==> config.mk <==
export PLATFORM = sky130hd
export DESIGN_NAME = dpa_allocator
export DESIGN_NICKNAME = d
export VERILOG_FILES = /design/src/rtl/dpa_pkg.sv /design/src/rtl/dpa_allocator.sv
export VERILOG_INCLUDE_DIRS = /design/src /design/src/rtl
export SDC_FILE = /design/constraint.sdc
export NUM_CORES = 2
export LEC_CHECK = 0
export BUFFER_PORTS_ARGS = -buffer_cell sky130_fd_sc_hd__buf_2
export CAP_MARGIN = 10
export CORE_UTILIZATION = 54
export DETAILED_ROUTE_END_ITERATION = 12
export GPL_TIMING_DRIVEN = 1
export PLACE_DENSITY_LB_ADDON = 0.08
export RECOVER_POWER = 50
export SETUP_SLACK_MARGIN = 0.1
export SLEW_MARGIN = 20
export SYNTH_ARGS = -nofsm -noshare
export SYNTH_HDL_FRONTEND = slang
export SYNTH_SLANG_ARGS = --single-unit
export TNS_END_PERCENT = 30
==> constraint.sdc <==
create_clock -name ref_clk -period 14.55 [get_ports ref_clk]
set_clock_uncertainty 0.2 [all_clocks]
set_input_delay 2.91 -clock ref_clk [delete_from_list [all_inputs] [get_ports ref_clk]]
set_output_delay 2.91 -clock ref_clk [all_outputs]
set_load 0.005 [all_outputs]
==> src/rtl/dpa_cfg.svh <==
// Register map, field positions, reset values and timing counts of the port allocator
`ifndef DPA_CFG_SVH
`define DPA_CFG_SVH
// ==========================================================
// Register offsets
`define DPA_NET_CTRL      8'h00
`define DPA_NET_STAT      8'h04
`define DPA_APPLY         8'h08
`define DPA_PORT_CTRL0    8'h10
`define DPA_PORT_STAT0    8'h20
`define DPA_PORT_BW0      8'h30
// ==========================================================
// Field positions
`define DPA_RESTORE_BIT   8
`define DPA_TR_IDLE_BIT   1
`define DPA_CNT_LSB       16
`define DPA_CNT_MSB       25
`define DPA_REJECT_BIT    16
`define DPA_COARSE_BIT    4
// ==========================================================
// Reset values
`define DPA_NET_DEF       8'h04
`define DPA_CNT_DEF       10'h001
// ==========================================================
// Block pools, per-port limits and block rates in bit/s
`define DPA_FINE_POOL     10'd588
`define DPA_COARSE_POOL   10'd14
`define DPA_HSSI_MAX      10'd588
`define DPA_V35_MAX       10'd140
`define DPA_FINE_BPS      32'd75184
`define DPA_COARSE_BPS    32'd3160000
// ==========================================================
// Timing
`define DPA_CLK_PERIOD_NS 5
`define DPA_RESTART_NS    1000
`define DPA_RESTART_CYC   ((`DPA_RESTART_NS + `DPA_CLK_PERIOD_NS - 1) / `DPA_CLK_PERIOD_NS)
`define DPA_LOSS_NS       1000
`define DPA_LOSS_CYC      (`DPA_LOSS_NS / `DPA_CLK_PERIOD_NS)
`endif

==> src/rtl/dpa_pkg.sv <==
// Types shared by the port allocator
package dpa_pkg;
    // ==========================================================
    // Line configuration
    typedef enum logic [1:0] {
        FR_CBIT = 2'h0,
        FR_M13  = 2'h1,
        FR_AUTO = 2'h2
    } dpa_framing_type;
    typedef enum logic [1:0] {
        AC_OFF    = 2'h0,
        AC_MASTER = 2'h1,
        AC_SLAVE  = 2'h2
    } dpa_role_type;
    typedef struct packed {
        dpa_role_type    role;
        logic            data_link;
        logic            coarse;
        logic            scramble;
        logic            loop_timing;
        dpa_framing_type framing;
    } dpa_net_cfg_type;
    // ==========================================================
    // Port configuration and status, block allocation and restart state
    typedef struct packed {
        logic [9:0] bandwidth_block_count;
        logic       tr_idle;
        logic       enable;
    } dpa_port_cfg_type;
    typedef enum logic [2:0] {
        PS_ABSENT   = 3'h0,
        PS_INACTIVE = 3'h1,
        PS_WAITING  = 3'h3,
        PS_ACTIVE   = 3'h2,
        PS_ERROR    = 3'h6
    } dpa_port_status_type;
    typedef struct packed {
        logic [3:0][9:0] blocks;
    } dpa_alloc_type;
    typedef enum logic {
        RS_RUN  = 1'b0,
        RS_BOOT = 1'b1
    } dpa_restart_type;
endpackage

==> src/rtl/dpa_allocator.sv <==
// Line options, bandwidth block allocation and DTE port status with APB register access
`timescale 1ns/1ps
`include "dpa_cfg.svh"
module dpa_allocator
    import dpa_pkg::*;
#(
    parameter int ADDR_W = 8
) (
    // Clock and reset
    input  wire logic              ref_clk,
    input  wire logic              reset_n,
    // APB slave
    input  wire logic              psel,
    input  wire logic              penable,
    input  wire logic              pwrite,
    input  wire logic [ADDR_W-1:0] paddr,
    input  wire logic [31:0]       pwdata,
    output logic      [31:0]       prdata,
    output logic                   pready,
    output logic                   pslverr,
    // Line side
    input  wire logic              rx_m13_seen,
    input  wire logic              payload_bit,
    input  wire logic              payload_valid,
    output logic                   line_bit_q,
    output logic                   line_bit_valid_q,
    output logic                   tx_loop_timing_q,
    output logic                   framing_m13_q,
    // Management channel
    input  wire logic              mgmt_tx_bit,
    output logic                   dl_enable_q,
    output logic                   dl_tx_bit_q,
    // Remote allocation exchange
    input  wire logic              alloc_rx_valid,
    input  dpa_alloc_type          alloc_rx,
    output logic                   alloc_tx_valid_q,
    output dpa_alloc_type          alloc_tx_q,
    // DTE ports
    input  wire logic [3:0]        port_installed,
    input  wire logic [3:0]        port_is_hssi,
    input  wire logic [3:0]        terminal_ready_lead,
    input  wire logic [3:0]        dte_tx_clk,
    output logic      [3:0]        port_pass_q,
    output dpa_alloc_type          applied_q,
    output logic                   restart_q
);
    // ==========================================================
    // Parameter check
    if (ADDR_W < 6) begin : g_bad_addr
        $error("ADDR_W too small for the register map");
    end

    // ==========================================================
    // Pin synchronisers and DTE clock loss detection
    logic [3:0]          inst_s, hssi_s, lead_s, clk_s, clk_old, clk_lost;
    logic                m13_m, m13_s;
    logic [3:0][7:0]     loss_cnt_q;
    genvar p;
    for (p = 0; p < 4; p++) begin : g_port_sync
        logic [3:0] meta_q;
        always_ff @(posedge ref_clk) begin
            meta_q  <= {port_installed[p], port_is_hssi[p], terminal_ready_lead[p], dte_tx_clk[p]};
            inst_s[p] <= meta_q[3];
            hssi_s[p] <= meta_q[2];
            lead_s[p] <= meta_q[1];
            clk_s[p]  <= meta_q[0];
            clk_old[p] <= clk_s[p];
        end
        // A frozen clock either high or low counts as lost
        always_ff @(posedge ref_clk) begin
            if (!reset_n) begin
                loss_cnt_q[p] <= 8'h00;
            end else if (clk_s[p] != clk_old[p]) begin
                loss_cnt_q[p] <= 8'h00;
            end else if (!clk_lost[p]) begin
                loss_cnt_q[p] <= loss_cnt_q[p] + 8'h01;
            end
        end
        assign clk_lost[p] = (loss_cnt_q[p] >= 8'(`DPA_LOSS_CYC));
    end
    always_ff @(posedge ref_clk) begin
        m13_m <= rx_m13_seen;
        m13_s <= m13_m;
    end

    // ==========================================================
    // APB decode
    dpa_net_cfg_type          net_q;
    dpa_port_cfg_type [3:0]   pcfg_q;
    dpa_port_status_type [3:0] stat_q;
    dpa_restart_type          rs_q;
    logic [7:0]               rs_cnt_q;
    logic                     reject_q;
    logic [9:0]               unalloc_q;
    logic [31:0]              rdata;
    logic                     hit;
    logic                     wr;
    logic [7:0]               off;

    assign off = 8'(paddr);
    assign wr  = psel && penable && pready && pwrite;

    always_comb begin
        rdata = 32'h0;
        hit   = 1'b1;
        case (off)
            `DPA_NET_CTRL: rdata = {24'h0, net_q};
            `DPA_NET_STAT: rdata = {30'h0, restart_q, framing_m13_q};
            `DPA_APPLY:    rdata = {15'h0, reject_q, 6'h0, unalloc_q};
            default: begin
                hit = 1'b0;
                for (int i = 0; i < 4; i++) begin
                    if (off == `DPA_PORT_CTRL0 + 8'(4 * i)) begin
                        rdata = {6'h0, pcfg_q[i].bandwidth_block_count, 14'h0, pcfg_q[i].tr_idle, pcfg_q[i].enable};
                        hit   = 1'b1;
                    end
                    if (off == `DPA_PORT_STAT0 + 8'(4 * i)) begin
                        rdata = {6'h0, applied_q.blocks[i], 13'h0, stat_q[i]};
                        hit   = 1'b1;
                    end
                    if (off == `DPA_PORT_BW0 + 8'(4 * i)) begin
                        rdata = 32'(pcfg_q[i].bandwidth_block_count)
                              * (net_q.coarse ? `DPA_COARSE_BPS : `DPA_FINE_BPS);
                        hit   = 1'b1;
                    end
                end
            end
        endcase
        if (paddr[1:0] != 2'h0 || paddr > ADDR_W'(8'h3C)) begin
            hit = 1'b0;
        end
    end

    // Zero-wait slave: answer in the first access cycle
    always_ff @(posedge ref_clk) begin
        if (!reset_n) begin
            pready  <= 1'b0;
            pslverr <= 1'b0;
            prdata  <= 32'h0;
        end else begin
            pready  <= psel && !penable;
            pslverr <= psel && !penable && !hit;
            prdata  <= (psel && !penable && hit && !pwrite) ? rdata : 32'h0;
        end
    end

    // ==========================================================
    // Line configuration
    logic restore, mode_chg;
    assign restore  = wr && off == `DPA_NET_CTRL && pwdata[`DPA_RESTORE_BIT];
    assign mode_chg = wr && off == `DPA_NET_CTRL && !restore && pwdata[`DPA_COARSE_BIT] != net_q.coarse;

    always_ff @(posedge ref_clk) begin
        if (!reset_n) begin
            net_q <= dpa_net_cfg_type'(`DPA_NET_DEF);
        end else if (restore) begin
            net_q        <= dpa_net_cfg_type'(`DPA_NET_DEF);
            net_q.coarse <= net_q.coarse;
        end else if (wr && off == `DPA_NET_CTRL) begin
            net_q <= dpa_net_cfg_type'(pwdata[7:0]);
        end
    end

    always_ff @(posedge ref_clk) begin
        if (!reset_n) begin
            tx_loop_timing_q <= 1'b0;
            framing_m13_q    <= 1'b0;
            dl_enable_q      <= 1'b0;
            dl_tx_bit_q      <= 1'b1;
        end else begin
            tx_loop_timing_q <= net_q.loop_timing;
            framing_m13_q    <= (net_q.framing == FR_AUTO) ? m13_s : (net_q.framing == FR_M13);
            dl_enable_q      <= net_q.data_link;
            dl_tx_bit_q      <= net_q.data_link ? mgmt_tx_bit : 1'b1;
        end
    end

    // Self-synchronous x^43+1 payload scrambler
    logic [42:0] scr_q;
    logic        scr_bit;
    assign scr_bit = payload_bit ^ scr_q[42];
    always_ff @(posedge ref_clk) begin
        if (!reset_n) begin
            scr_q            <= 43'h0;
            line_bit_q       <= 1'b0;
            line_bit_valid_q <= 1'b0;
        end else begin
            line_bit_valid_q <= payload_valid;
            if (payload_valid) begin
                scr_q      <= {scr_q[41:0], scr_bit};
                line_bit_q <= net_q.scramble ? scr_bit : payload_bit;
            end
        end
    end

    // ==========================================================
    // Restart on multiplexing mode change
    always_ff @(posedge ref_clk) begin
        if (!reset_n) begin
            rs_q     <= RS_RUN;
            rs_cnt_q <= 8'h00;
        end else begin
            case (rs_q)
                RS_RUN: begin
                    if (mode_chg) begin
                        rs_q     <= RS_BOOT;
                        rs_cnt_q <= 8'(`DPA_RESTART_CYC - 1);
                    end
                end
                RS_BOOT: begin
                    if (rs_cnt_q == 8'h00) begin
                        rs_q <= RS_RUN;
                    end else begin
                        rs_cnt_q <= rs_cnt_q - 8'h01;
                    end
                end
                default: rs_q <= RS_RUN;
            endcase
        end
    end
    assign restart_q = (rs_q == RS_BOOT);

    // ==========================================================
    // Port configuration, apply and allocation check
    logic                 apply_req, from_far, alloc_ok;
    logic [3:0]           used;
    logic [3:0][9:0]      cand;
    logic [11:0]          sum_cand, sum_app;
    logic [9:0]           pool;

    assign from_far  = net_q.role == AC_SLAVE && alloc_rx_valid;
    assign apply_req = (wr && off == `DPA_APPLY && pwdata[0]) || from_far;
    assign pool      = net_q.coarse ? `DPA_COARSE_POOL : `DPA_FINE_POOL;

    always_comb begin
        alloc_ok = 1'b1;
        sum_cand = 12'h0;
        sum_app  = 12'h0;
        for (int i = 0; i < 4; i++) begin
            used[i] = inst_s[i] && pcfg_q[i].enable && !(net_q.coarse && i > 0);
            cand[i] = from_far ? alloc_rx.blocks[i] : pcfg_q[i].bandwidth_block_count;
            if (!used[i]) begin
                cand[i] = 10'h0;
            end else if (cand[i] == 10'h0 || cand[i] > (hssi_s[i] ? `DPA_HSSI_MAX : `DPA_V35_MAX)) begin
                alloc_ok = 1'b0;
            end
            sum_cand = sum_cand + 12'(cand[i]);
            sum_app  = sum_app + 12'(applied_q.blocks[i]);
        end
        if (sum_cand > 12'(pool)) begin
            alloc_ok = 1'b0;
        end
    end

    for (p = 0; p < 4; p++) begin : g_port_cfg
        always_ff @(posedge ref_clk) begin
            if (!reset_n || restore) begin
                pcfg_q[p] <= '{bandwidth_block_count: `DPA_CNT_DEF, tr_idle: 1'b0, enable: 1'b0};
            end else if (from_far && alloc_ok) begin
                pcfg_q[p].bandwidth_block_count <= alloc_rx.blocks[p];
            end else if (wr && off == `DPA_PORT_CTRL0 + 8'(4 * p)) begin
                pcfg_q[p] <= '{bandwidth_block_count: pwdata[`DPA_CNT_MSB:`DPA_CNT_LSB],
                               tr_idle: pwdata[`DPA_TR_IDLE_BIT], enable: pwdata[0]};
            end
        end
    end

    always_ff @(posedge ref_clk) begin
        if (!reset_n) begin
            applied_q        <= '0;
            reject_q         <= 1'b0;
            unalloc_q        <= `DPA_FINE_POOL;
            alloc_tx_valid_q <= 1'b0;
            alloc_tx_q       <= '0;
        end else begin
            alloc_tx_valid_q <= 1'b0;
            if (apply_req) begin
                reject_q <= !alloc_ok;
                if (alloc_ok) begin
                    applied_q <= dpa_alloc_type'(cand);
                    if (net_q.role == AC_MASTER) begin
                        alloc_tx_valid_q <= 1'b1;
                        alloc_tx_q       <= dpa_alloc_type'(cand);
                    end
                end
            end
            unalloc_q <= (sum_app > 12'(pool)) ? 10'h0 : 10'(12'(pool) - sum_app);
        end
    end

    // ==========================================================
    // Port status
    for (p = 0; p < 4; p++) begin : g_port_stat
        logic shake_ok;
        assign shake_ok = hssi_s[p] ? lead_s[p] : (!pcfg_q[p].tr_idle || lead_s[p]);
        always_ff @(posedge ref_clk) begin
            if (!reset_n) begin
                stat_q[p]      <= PS_ABSENT;
                port_pass_q[p] <= 1'b0;
            end else begin
                port_pass_q[p] <= 1'b0;
                if (!inst_s[p]) begin
                    stat_q[p] <= PS_ABSENT;
                end else if (!used[p] || restart_q) begin
                    stat_q[p] <= PS_INACTIVE;
                end else if (clk_lost[p]) begin
                    stat_q[p] <= PS_ERROR;
                end else if (!shake_ok || applied_q.blocks[p] == 10'h0) begin
                    stat_q[p] <= PS_WAITING;
                end else begin
                    stat_q[p]      <= PS_ACTIVE;
                    port_pass_q[p] <= 1'b1;
                end
            end
        end
    end

    // ==========================================================
    // Checks
    apb_ready_a: assert property (@(posedge ref_clk) disable iff (!reset_n)
        psel && !penable |=> pready)
        else $error("no answer in first access cycle");
    restart_hold_a: assert property (@(posedge ref_clk) disable iff (!reset_n)
        mode_chg |=> restart_q [*8])
        else $error("mode change did not restart");
    restart_idle_a: assert property (@(posedge ref_clk) disable iff (!reset_n)
        restart_q ##1 restart_q |=> port_pass_q == 4'h0)
        else $error("traffic during restart");
    reject_keep_a: assert property (@(posedge ref_clk) disable iff (!reset_n)
        apply_req && sum_cand > 12'(pool) |=> reject_q && $stable(applied_q))
        else $error("overallocation accepted");
    apply_take_a: assert property (@(posedge ref_clk) disable iff (!reset_n)
        apply_req && alloc_ok |=> applied_q == $past(cand) && !reject_q)
        else $error("apply did not load counts");
    pending_hold_a: assert property (@(posedge ref_clk) disable iff (!reset_n)
        !apply_req |=> $stable(applied_q))
        else $error("counts changed without apply");
    scr_bypass_a: assert property (@(posedge ref_clk) disable iff (!reset_n)
        payload_valid && !net_q.scramble |=> line_bit_q == $past(payload_bit))
        else $error("payload altered while scrambler off");
    scr_apply_a: assert property (@(posedge ref_clk) disable iff (!reset_n)
        payload_valid && net_q.scramble |=> line_bit_q == ($past(payload_bit) ^ $past(scr_q[42])))
        else $error("payload not scrambled");
    coarse_ports_a: assert property (@(posedge ref_clk) disable iff (!reset_n)
        net_q.coarse |=> port_pass_q[3:1] == 3'h0)
        else $error("ports 2-4 pass traffic in coarse mode");
    keep_mode_a: assert property (@(posedge ref_clk) disable iff (!reset_n)
        restore |=> $stable(net_q.coarse))
        else $error("restore changed multiplexing mode");
    clk_error_a: assert property (@(posedge ref_clk) disable iff (!reset_n)
        inst_s[0] && used[0] && !restart_q && clk_lost[0] |=> stat_q[0] == PS_ERROR)
        else $error("lost DTE clock not reported");
    hssi_wait_a: assert property (@(posedge ref_clk) disable iff (!reset_n)
        stat_q[0] == PS_ACTIVE && $past(hssi_s[0]) |-> $past(lead_s[0]))
        else $error("HSSI active without terminal available");
    cover_apply_c: cover property (@(posedge ref_clk) apply_req && alloc_ok);
    cover_reject_c: cover property (@(posedge ref_clk) apply_req && !alloc_ok);
    cover_restart_c: cover property (@(posedge ref_clk) mode_chg);
    cover_active_c: cover property (@(posedge ref_clk) stat_q[0] == PS_ACTIVE);
endmodule // dpa_allocator

**Yosys cells after proc, flatten, opt, wreduce, memory -nomap -nowiden**

Cells that the tools add are included.

- Latch bits: 0
- Bits in writable memories: 0
- Output and inout bits: 126
- Memories kept: 0
- Register bits: 326
- Word-level logic and storage cells: 342
- Input bits: 106
- Memory bits (read-only): 0

- Shift operators: 0
- Divide/modulo/power cells: 0
- Equality and inequality tests: 25
- Order comparisons: 11
- Multiplexer cells: 88
- Bitwise operators: 9
- Reductions and logical operators: 109
- Multipliers: 4
- Add/subtract/negate cells: 12

Operators by type and width:

| kind | count |
|---|---|
| 32-bit two-way mux | 11 |
| 10-bit two-way mux | 18 |
| 10-bit by 32-bit multiplier with 32-bit output | 3 |
| 32-bit case mux with 3 select lines | 1 |
| 10-bit zero test | 8 |
| 8-bit by 6-bit == test with 1-bit output (second input constant) | 8 |
| 12-bit two-way mux | 4 |
| 1-bit two-way mux | 44 |
| 10-bit greater-than comparator | 4 |
| 8-bit by 1-bit adder with 8-bit output (second input constant) | 4 |
| 8-bit by 5-bit == test with 1-bit output (second input constant) | 4 |
| 8-bit greater-or-equal comparator (second input constant) | 4 |
| 10-bit by 22-bit multiplier with 32-bit output | 1 |
| 1-bit logical AND | 26 |
| 26-bit two-way mux | 1 |
| 2-bit AND reduction | 13 |
| 11-bit by 10-bit adder with 12-bit output | 2 |
| 12-bit by 10-bit adder with 12-bit output | 2 |
| 12-bit by 10-bit greater-than comparator with 1-bit output | 2 |
| 10-bit by 10-bit adder with 11-bit output | 2 |
| 22-bit two-way mux | 1 |
| 1-bit zero test | 19 |
| 1-bit logical OR | 19 |
| 8-bit zero test | 2 |
| other kinds (20) | 55 |

**Logic depth before layout (Yosys ltp)**

- Word-level depth: 18
- Gate-level depth with buffers: 27

**Worst setup path before layout**

OpenSTA, ideal clock, no wires.

- Path type: input to register
- Start: input port alloc_rx_valid
- End: register applied_q[19] in the netlist's numbering
- Arrival: 8.838 ns
- Data required time: 14.222 ns
- Cell stages on the path: 26
- Setup time: 0.128 ns
- Buffers on the path: 5
- Path slack: 5.384 ns
- Cell sequence: and3b_1 > buf_2 > buf_2 > clkbuf_1 > buf_1 > nand2_1 > a21oi_1 > fa_1 > fa_1 > ha_1 > fa_1 > a21oi_1 > o221ai_1 > a21o_1 > a21oi_1 > xnor2_1 > ha_1 > nand2_1 > or4_1 > a32oi_1 > a41o_1 > o2111ai_1 > nor3_2 > buf_2 > mux2i_1 > nor2_1

RTL lines:

| element | line | RTL |
|---|---|---|
| from (decl) | dpa_allocator.sv:34 | `input wire logic alloc_rx_valid,` |
| to (signal assigned) | dpa_allocator.sv:280 | `applied_q <= dpa_alloc_type'(cand);` |
| to (decl) | dpa_allocator.sv:44 | `output dpa_alloc_type applied_q,` |

==> impl_metrics.csv <==
group,metric,value,unit
synth,postSynthCellCount,3577,
setup_path,r2r_setup_slack,5.50,ns
final_layout,mostFrequentLayoutCells,"516 x inv_1, 436 x ha_1, 325 x dfxtp_1, 316 x nor2_1, 314 x nand2_1",
place,hpwl,88.9,mm
clocking,path_clk_slew,0.06,ns
timing,layout_min_cycle_time,10.76,ns
route,ant_nets,0,
power,total_power,1.96,mW
global_route,grt_pass1_wl,163,mm
global_route,grtUsageTotal,0.362,
setup_path,worstPathCellList,"buf_2, and3b_2, buf_4, mux2i_1, nor2_1, fa_1, fa_1, fa_1, a21oi_1, o221ai_1, a21o_1, a21oi_1, xnor2_1, ha_1, nand2_1, or4_1, a32oi_1, a41o_1, o2111ai_1, nor3_4, buf_4, nand3b_1, buf_4, mux2i_1",
clocking,postCtsSetupBuffers,0,
synth,synth_ff_type,"dfxtp_1",
job,maxCapViolations,3,
final_layout,final_common_cell,"inv_1",
setup_path,cpPeakStageDelay,0.79,ns
timing,clock.fmax,93.0,MHz
route,via_per_inst,5.96,
setup_path,reg2regPathDepth,23,
place,dp_cells,4496,
route,initialDrtViolationCount,2174,
floorplan,die_width,245,microns
setup_path,crit_fanout,41,
route,avgRoutedWirePerCell,23.6,microns
route,dr.pass1.iters,6,
clocking,cts_buffer_depth,3,
clocking,clkLatencyLatePin,0.58,ns
timing,rsz0062_at_grt,"no",
synth,synth_cell_types,71,
setup_path,r2r-end,"alloc_tx_q[25]$_SDFFE_PN0P_",
place,port_buffers,218,
power,ir_drop,0.000109,V
clocking,cts_sinks,326,
synth,synth-async-reset-ratio,0,
setup_path,crit_slowest_cell,"nor3_4",
global_route,grt-ovfl-total,0,
timing,slew_headroom,-1.27,
synth,ys_ff_latch,326,
timing,tightest_slew,3.41,ns
floorplan,rows,88,
setup_path,r2r_start,"net_q[4]$_SDFFE_PN0P_",
synth,syn_area,0.0319,sq mm
floorplan,initial_utilization,0.550,
global_route,grt_pass1_vias,27600,
setup_path,cp-end-kind,"flip-flop",
setup_path,worst_setup_path_start_kind,"input pin",
timing,setup_viol,0,
synth,seq_area_frac_synth,0.205,
floorplan,die-area,0.0600,sq mm
timing,period_share,0.739,
synth,synth_warnings,0,
global_route,grt_start_max_net_pins,82,
timing,setup_tns,0,ns
power,leakage,17.8,nW
route,num_vias,27200,
setup_path,crit_end,"alloc_tx_q[25]$_SDFFE_PN0P_",
route,post-route-drc-count,0,
floorplan,die_h,245,microns
final_layout,stdcell_count,4561,
final_layout,layout-drive-gt1-share,0.0857,
final_layout,final_nets,4603,
setup_path,critPathLaunch,"alloc_rx_valid",
clocking,hold_buffers,0,
min_path,hold_class,"reg -> reg",
clocking,htree_levels,2,
place,gp_congestion,1.05,
clocking,post_cts_resized,0,
route,drt_wl_total,108,mm
clocking,root_buffer,"clkbuf_16",
timing,hold_viol,0,
timing,drv_slew,136,
floorplan,core_area,0.0580,sq mm
clocking,cts_tree,"built",
power,p_per_area,55.8,mW/mm^2
status,outcome,"finished with violations",
setup_path,worstSetupPathType,"in -> reg",
final_layout,syn_to_final_growth,9.88,%
global_route,antenna_found_initial,6,
synth,synth_edf_count,0,
status,violations,"max-capacitance violations, max-slew violations",
clocking,cts_made_buffers,36,
floorplan,top_level_ports,232,
setup_path,arrival,10.96,ns
synth,syn_avg_cell_area,8.92,sq um
setup_path,cp.required,14.75,ns
## layer usage
metal  routed length [microns]  global-route usage
met2                     50500               0.608
met1                     42700               0.457
met4                      5230               0.157
met5                        64                   0
met3                      9150              0.0589
## state kept, by name (all words and copies together) (netlist names), 8 cells and up
signal,flops
applied_q,40
pcfg_q,48
unalloc_q,10
prdata,32
loss_cnt_q,32
net_q,8
rs_cnt_q,8
alloc_tx_q,40
g_port_sync.meta_q,16
scr_q,43
stat_q,12
## through the flow
step / instance area (sq um) / utilization / hold slack (ns) / worst slack (ns)
5_1_grt: 35000 / 0.604 / 0.124 / 3.36
4_1_cts: 35100 / 0.605 / 0.127 / 3.88
6_report: 35000 / 0.604 / 0.114 / 3.79
3_5_place_dp: 33800 / 0.583 / 0.112 / 3.33
3_3_place_gp: 33800 / 0.583 / 0.112 / 3.40
2_1_floorplan: 31900 / - / 0.110 / 5.38
## cells by family (layout without fill, tap and decap cells)
group,after synthesis,after routing,synth area share
AO/OA/AOI/OAI,589,589,0.121
flip-flops,326,326,0.205
adder cells (fa/ha/maj),728,728,0.354
AND/OR/NAND/NOR,942,942,0.134
buffers and inverters,623,837,0.0745
other,1,6,0.000118
XOR/XNOR,129,129,0.0354
multiplexers,239,239,0.0765
## final cells by class
class                      instances  area, sq um
multi-input combinational       2631        23000
sequential                       326         6530
clock inverter                    15          219
inverter                         516         1940
antenna                            2         5.00
clock buffer                      48         1040
fill                            5182        23000
timing repair buffer             258         1320
tap                              765          957
## power by group
group | internal (mW) | total, mW | switching (mW)
clock network | 0.575 | 0.973 | 0.398
registers | 0.902 | 0.908 | 0.00540
logic | 0.0236 | 0.0759 | 0.0522
## worst min path at each step
stage	from	endpoint	slack, ns	cells past startpoint
after floorplan	g_port_sync[0].meta_q[0]$_DFF_P_	clk_s[0]$_DFF_P_	0.11	0
after global placement	g_port_sync[1].meta_q[0]$_DFF_P_	clk_s[1]$_DFF_P_	0.11	0
after detailed placement	g_port_sync[1].meta_q[1]$_DFF_P_	lead_s[1]$_DFF_P_	0.11	0
after CTS	g_port_sync[1].meta_q[1]$_DFF_P_	lead_s[1]$_DFF_P_	0.13	0
after global routing	g_port_sync[0].meta_q[3]$_DFF_P_	inst_s[0]$_DFF_P_	0.12	0
final	g_port_sync[0].meta_q[3]$_DFF_P_	inst_s[0]$_DFF_P_	0.11	0
## Yosys cell counts, drive strengths merged, types with 6 or more instances
| master | count | area, sq um |
|---|---|---|
| nand4 | 19 | 119 |
| ha | 436 | 5460 |
| mux2i | 202 | 2020 |
| a21boi | 8 | 60.1 |
| nor3 | 57 | 295 |
| o21ai | 116 | 581 |
| nand2b | 17 | 106 |
| and3 | 27 | 169 |
| nand2 | 314 | 1180 |
| a211o | 8 | 70.1 |
| nor2 | 319 | 1200 |
| xor2 | 60 | 526 |
| mux2 | 37 | 417 |
| inv | 516 | 1940 |
| nor2b | 35 | 219 |
| a31oi | 31 | 194 |
| buf | 30 | 151 |
| a21oi | 161 | 806 |
| and2 | 17 | 106 |
| o311ai | 8 | 70.1 |
| a21o | 46 | 345 |
| nand3b | 10 | 75.1 |
| a221oi | 16 | 140 |
| clkbuf | 77 | 289 |
| o31ai | 9 | 67.6 |
| a211oi | 31 | 233 |
| a221o | 8 | 80.1 |
| nand3 | 43 | 215 |
| a22oi | 19 | 143 |
| or3 | 18 | 113 |
| or2 | 13 | 81.3 |
| o22ai | 6 | 37.5 |
| fa | 292 | 5850 |
| o211ai | 21 | 158 |
| nor4 | 26 | 169 |
| or4 | 11 | 82.6 |
| dfxtp | 326 | 6530 |
| o21bai | 17 | 128 |
| o221ai | 8 | 70.1 |
| xnor2 | 69 | 604 |
| o2111ai | 11 | 96.3 |
| o21a | 21 | 158 |
## worst max-delay path, delay by kind of cell
kind            cells  cell delay [ns]
fa+ha+maj           4             1.88
buf+inv             4             1.49
xor+xnor            1             0.10
mux                 2             0.40
compound gates      7             1.59
simple gates        6             2.48
(Power assumes the default switching activity.)
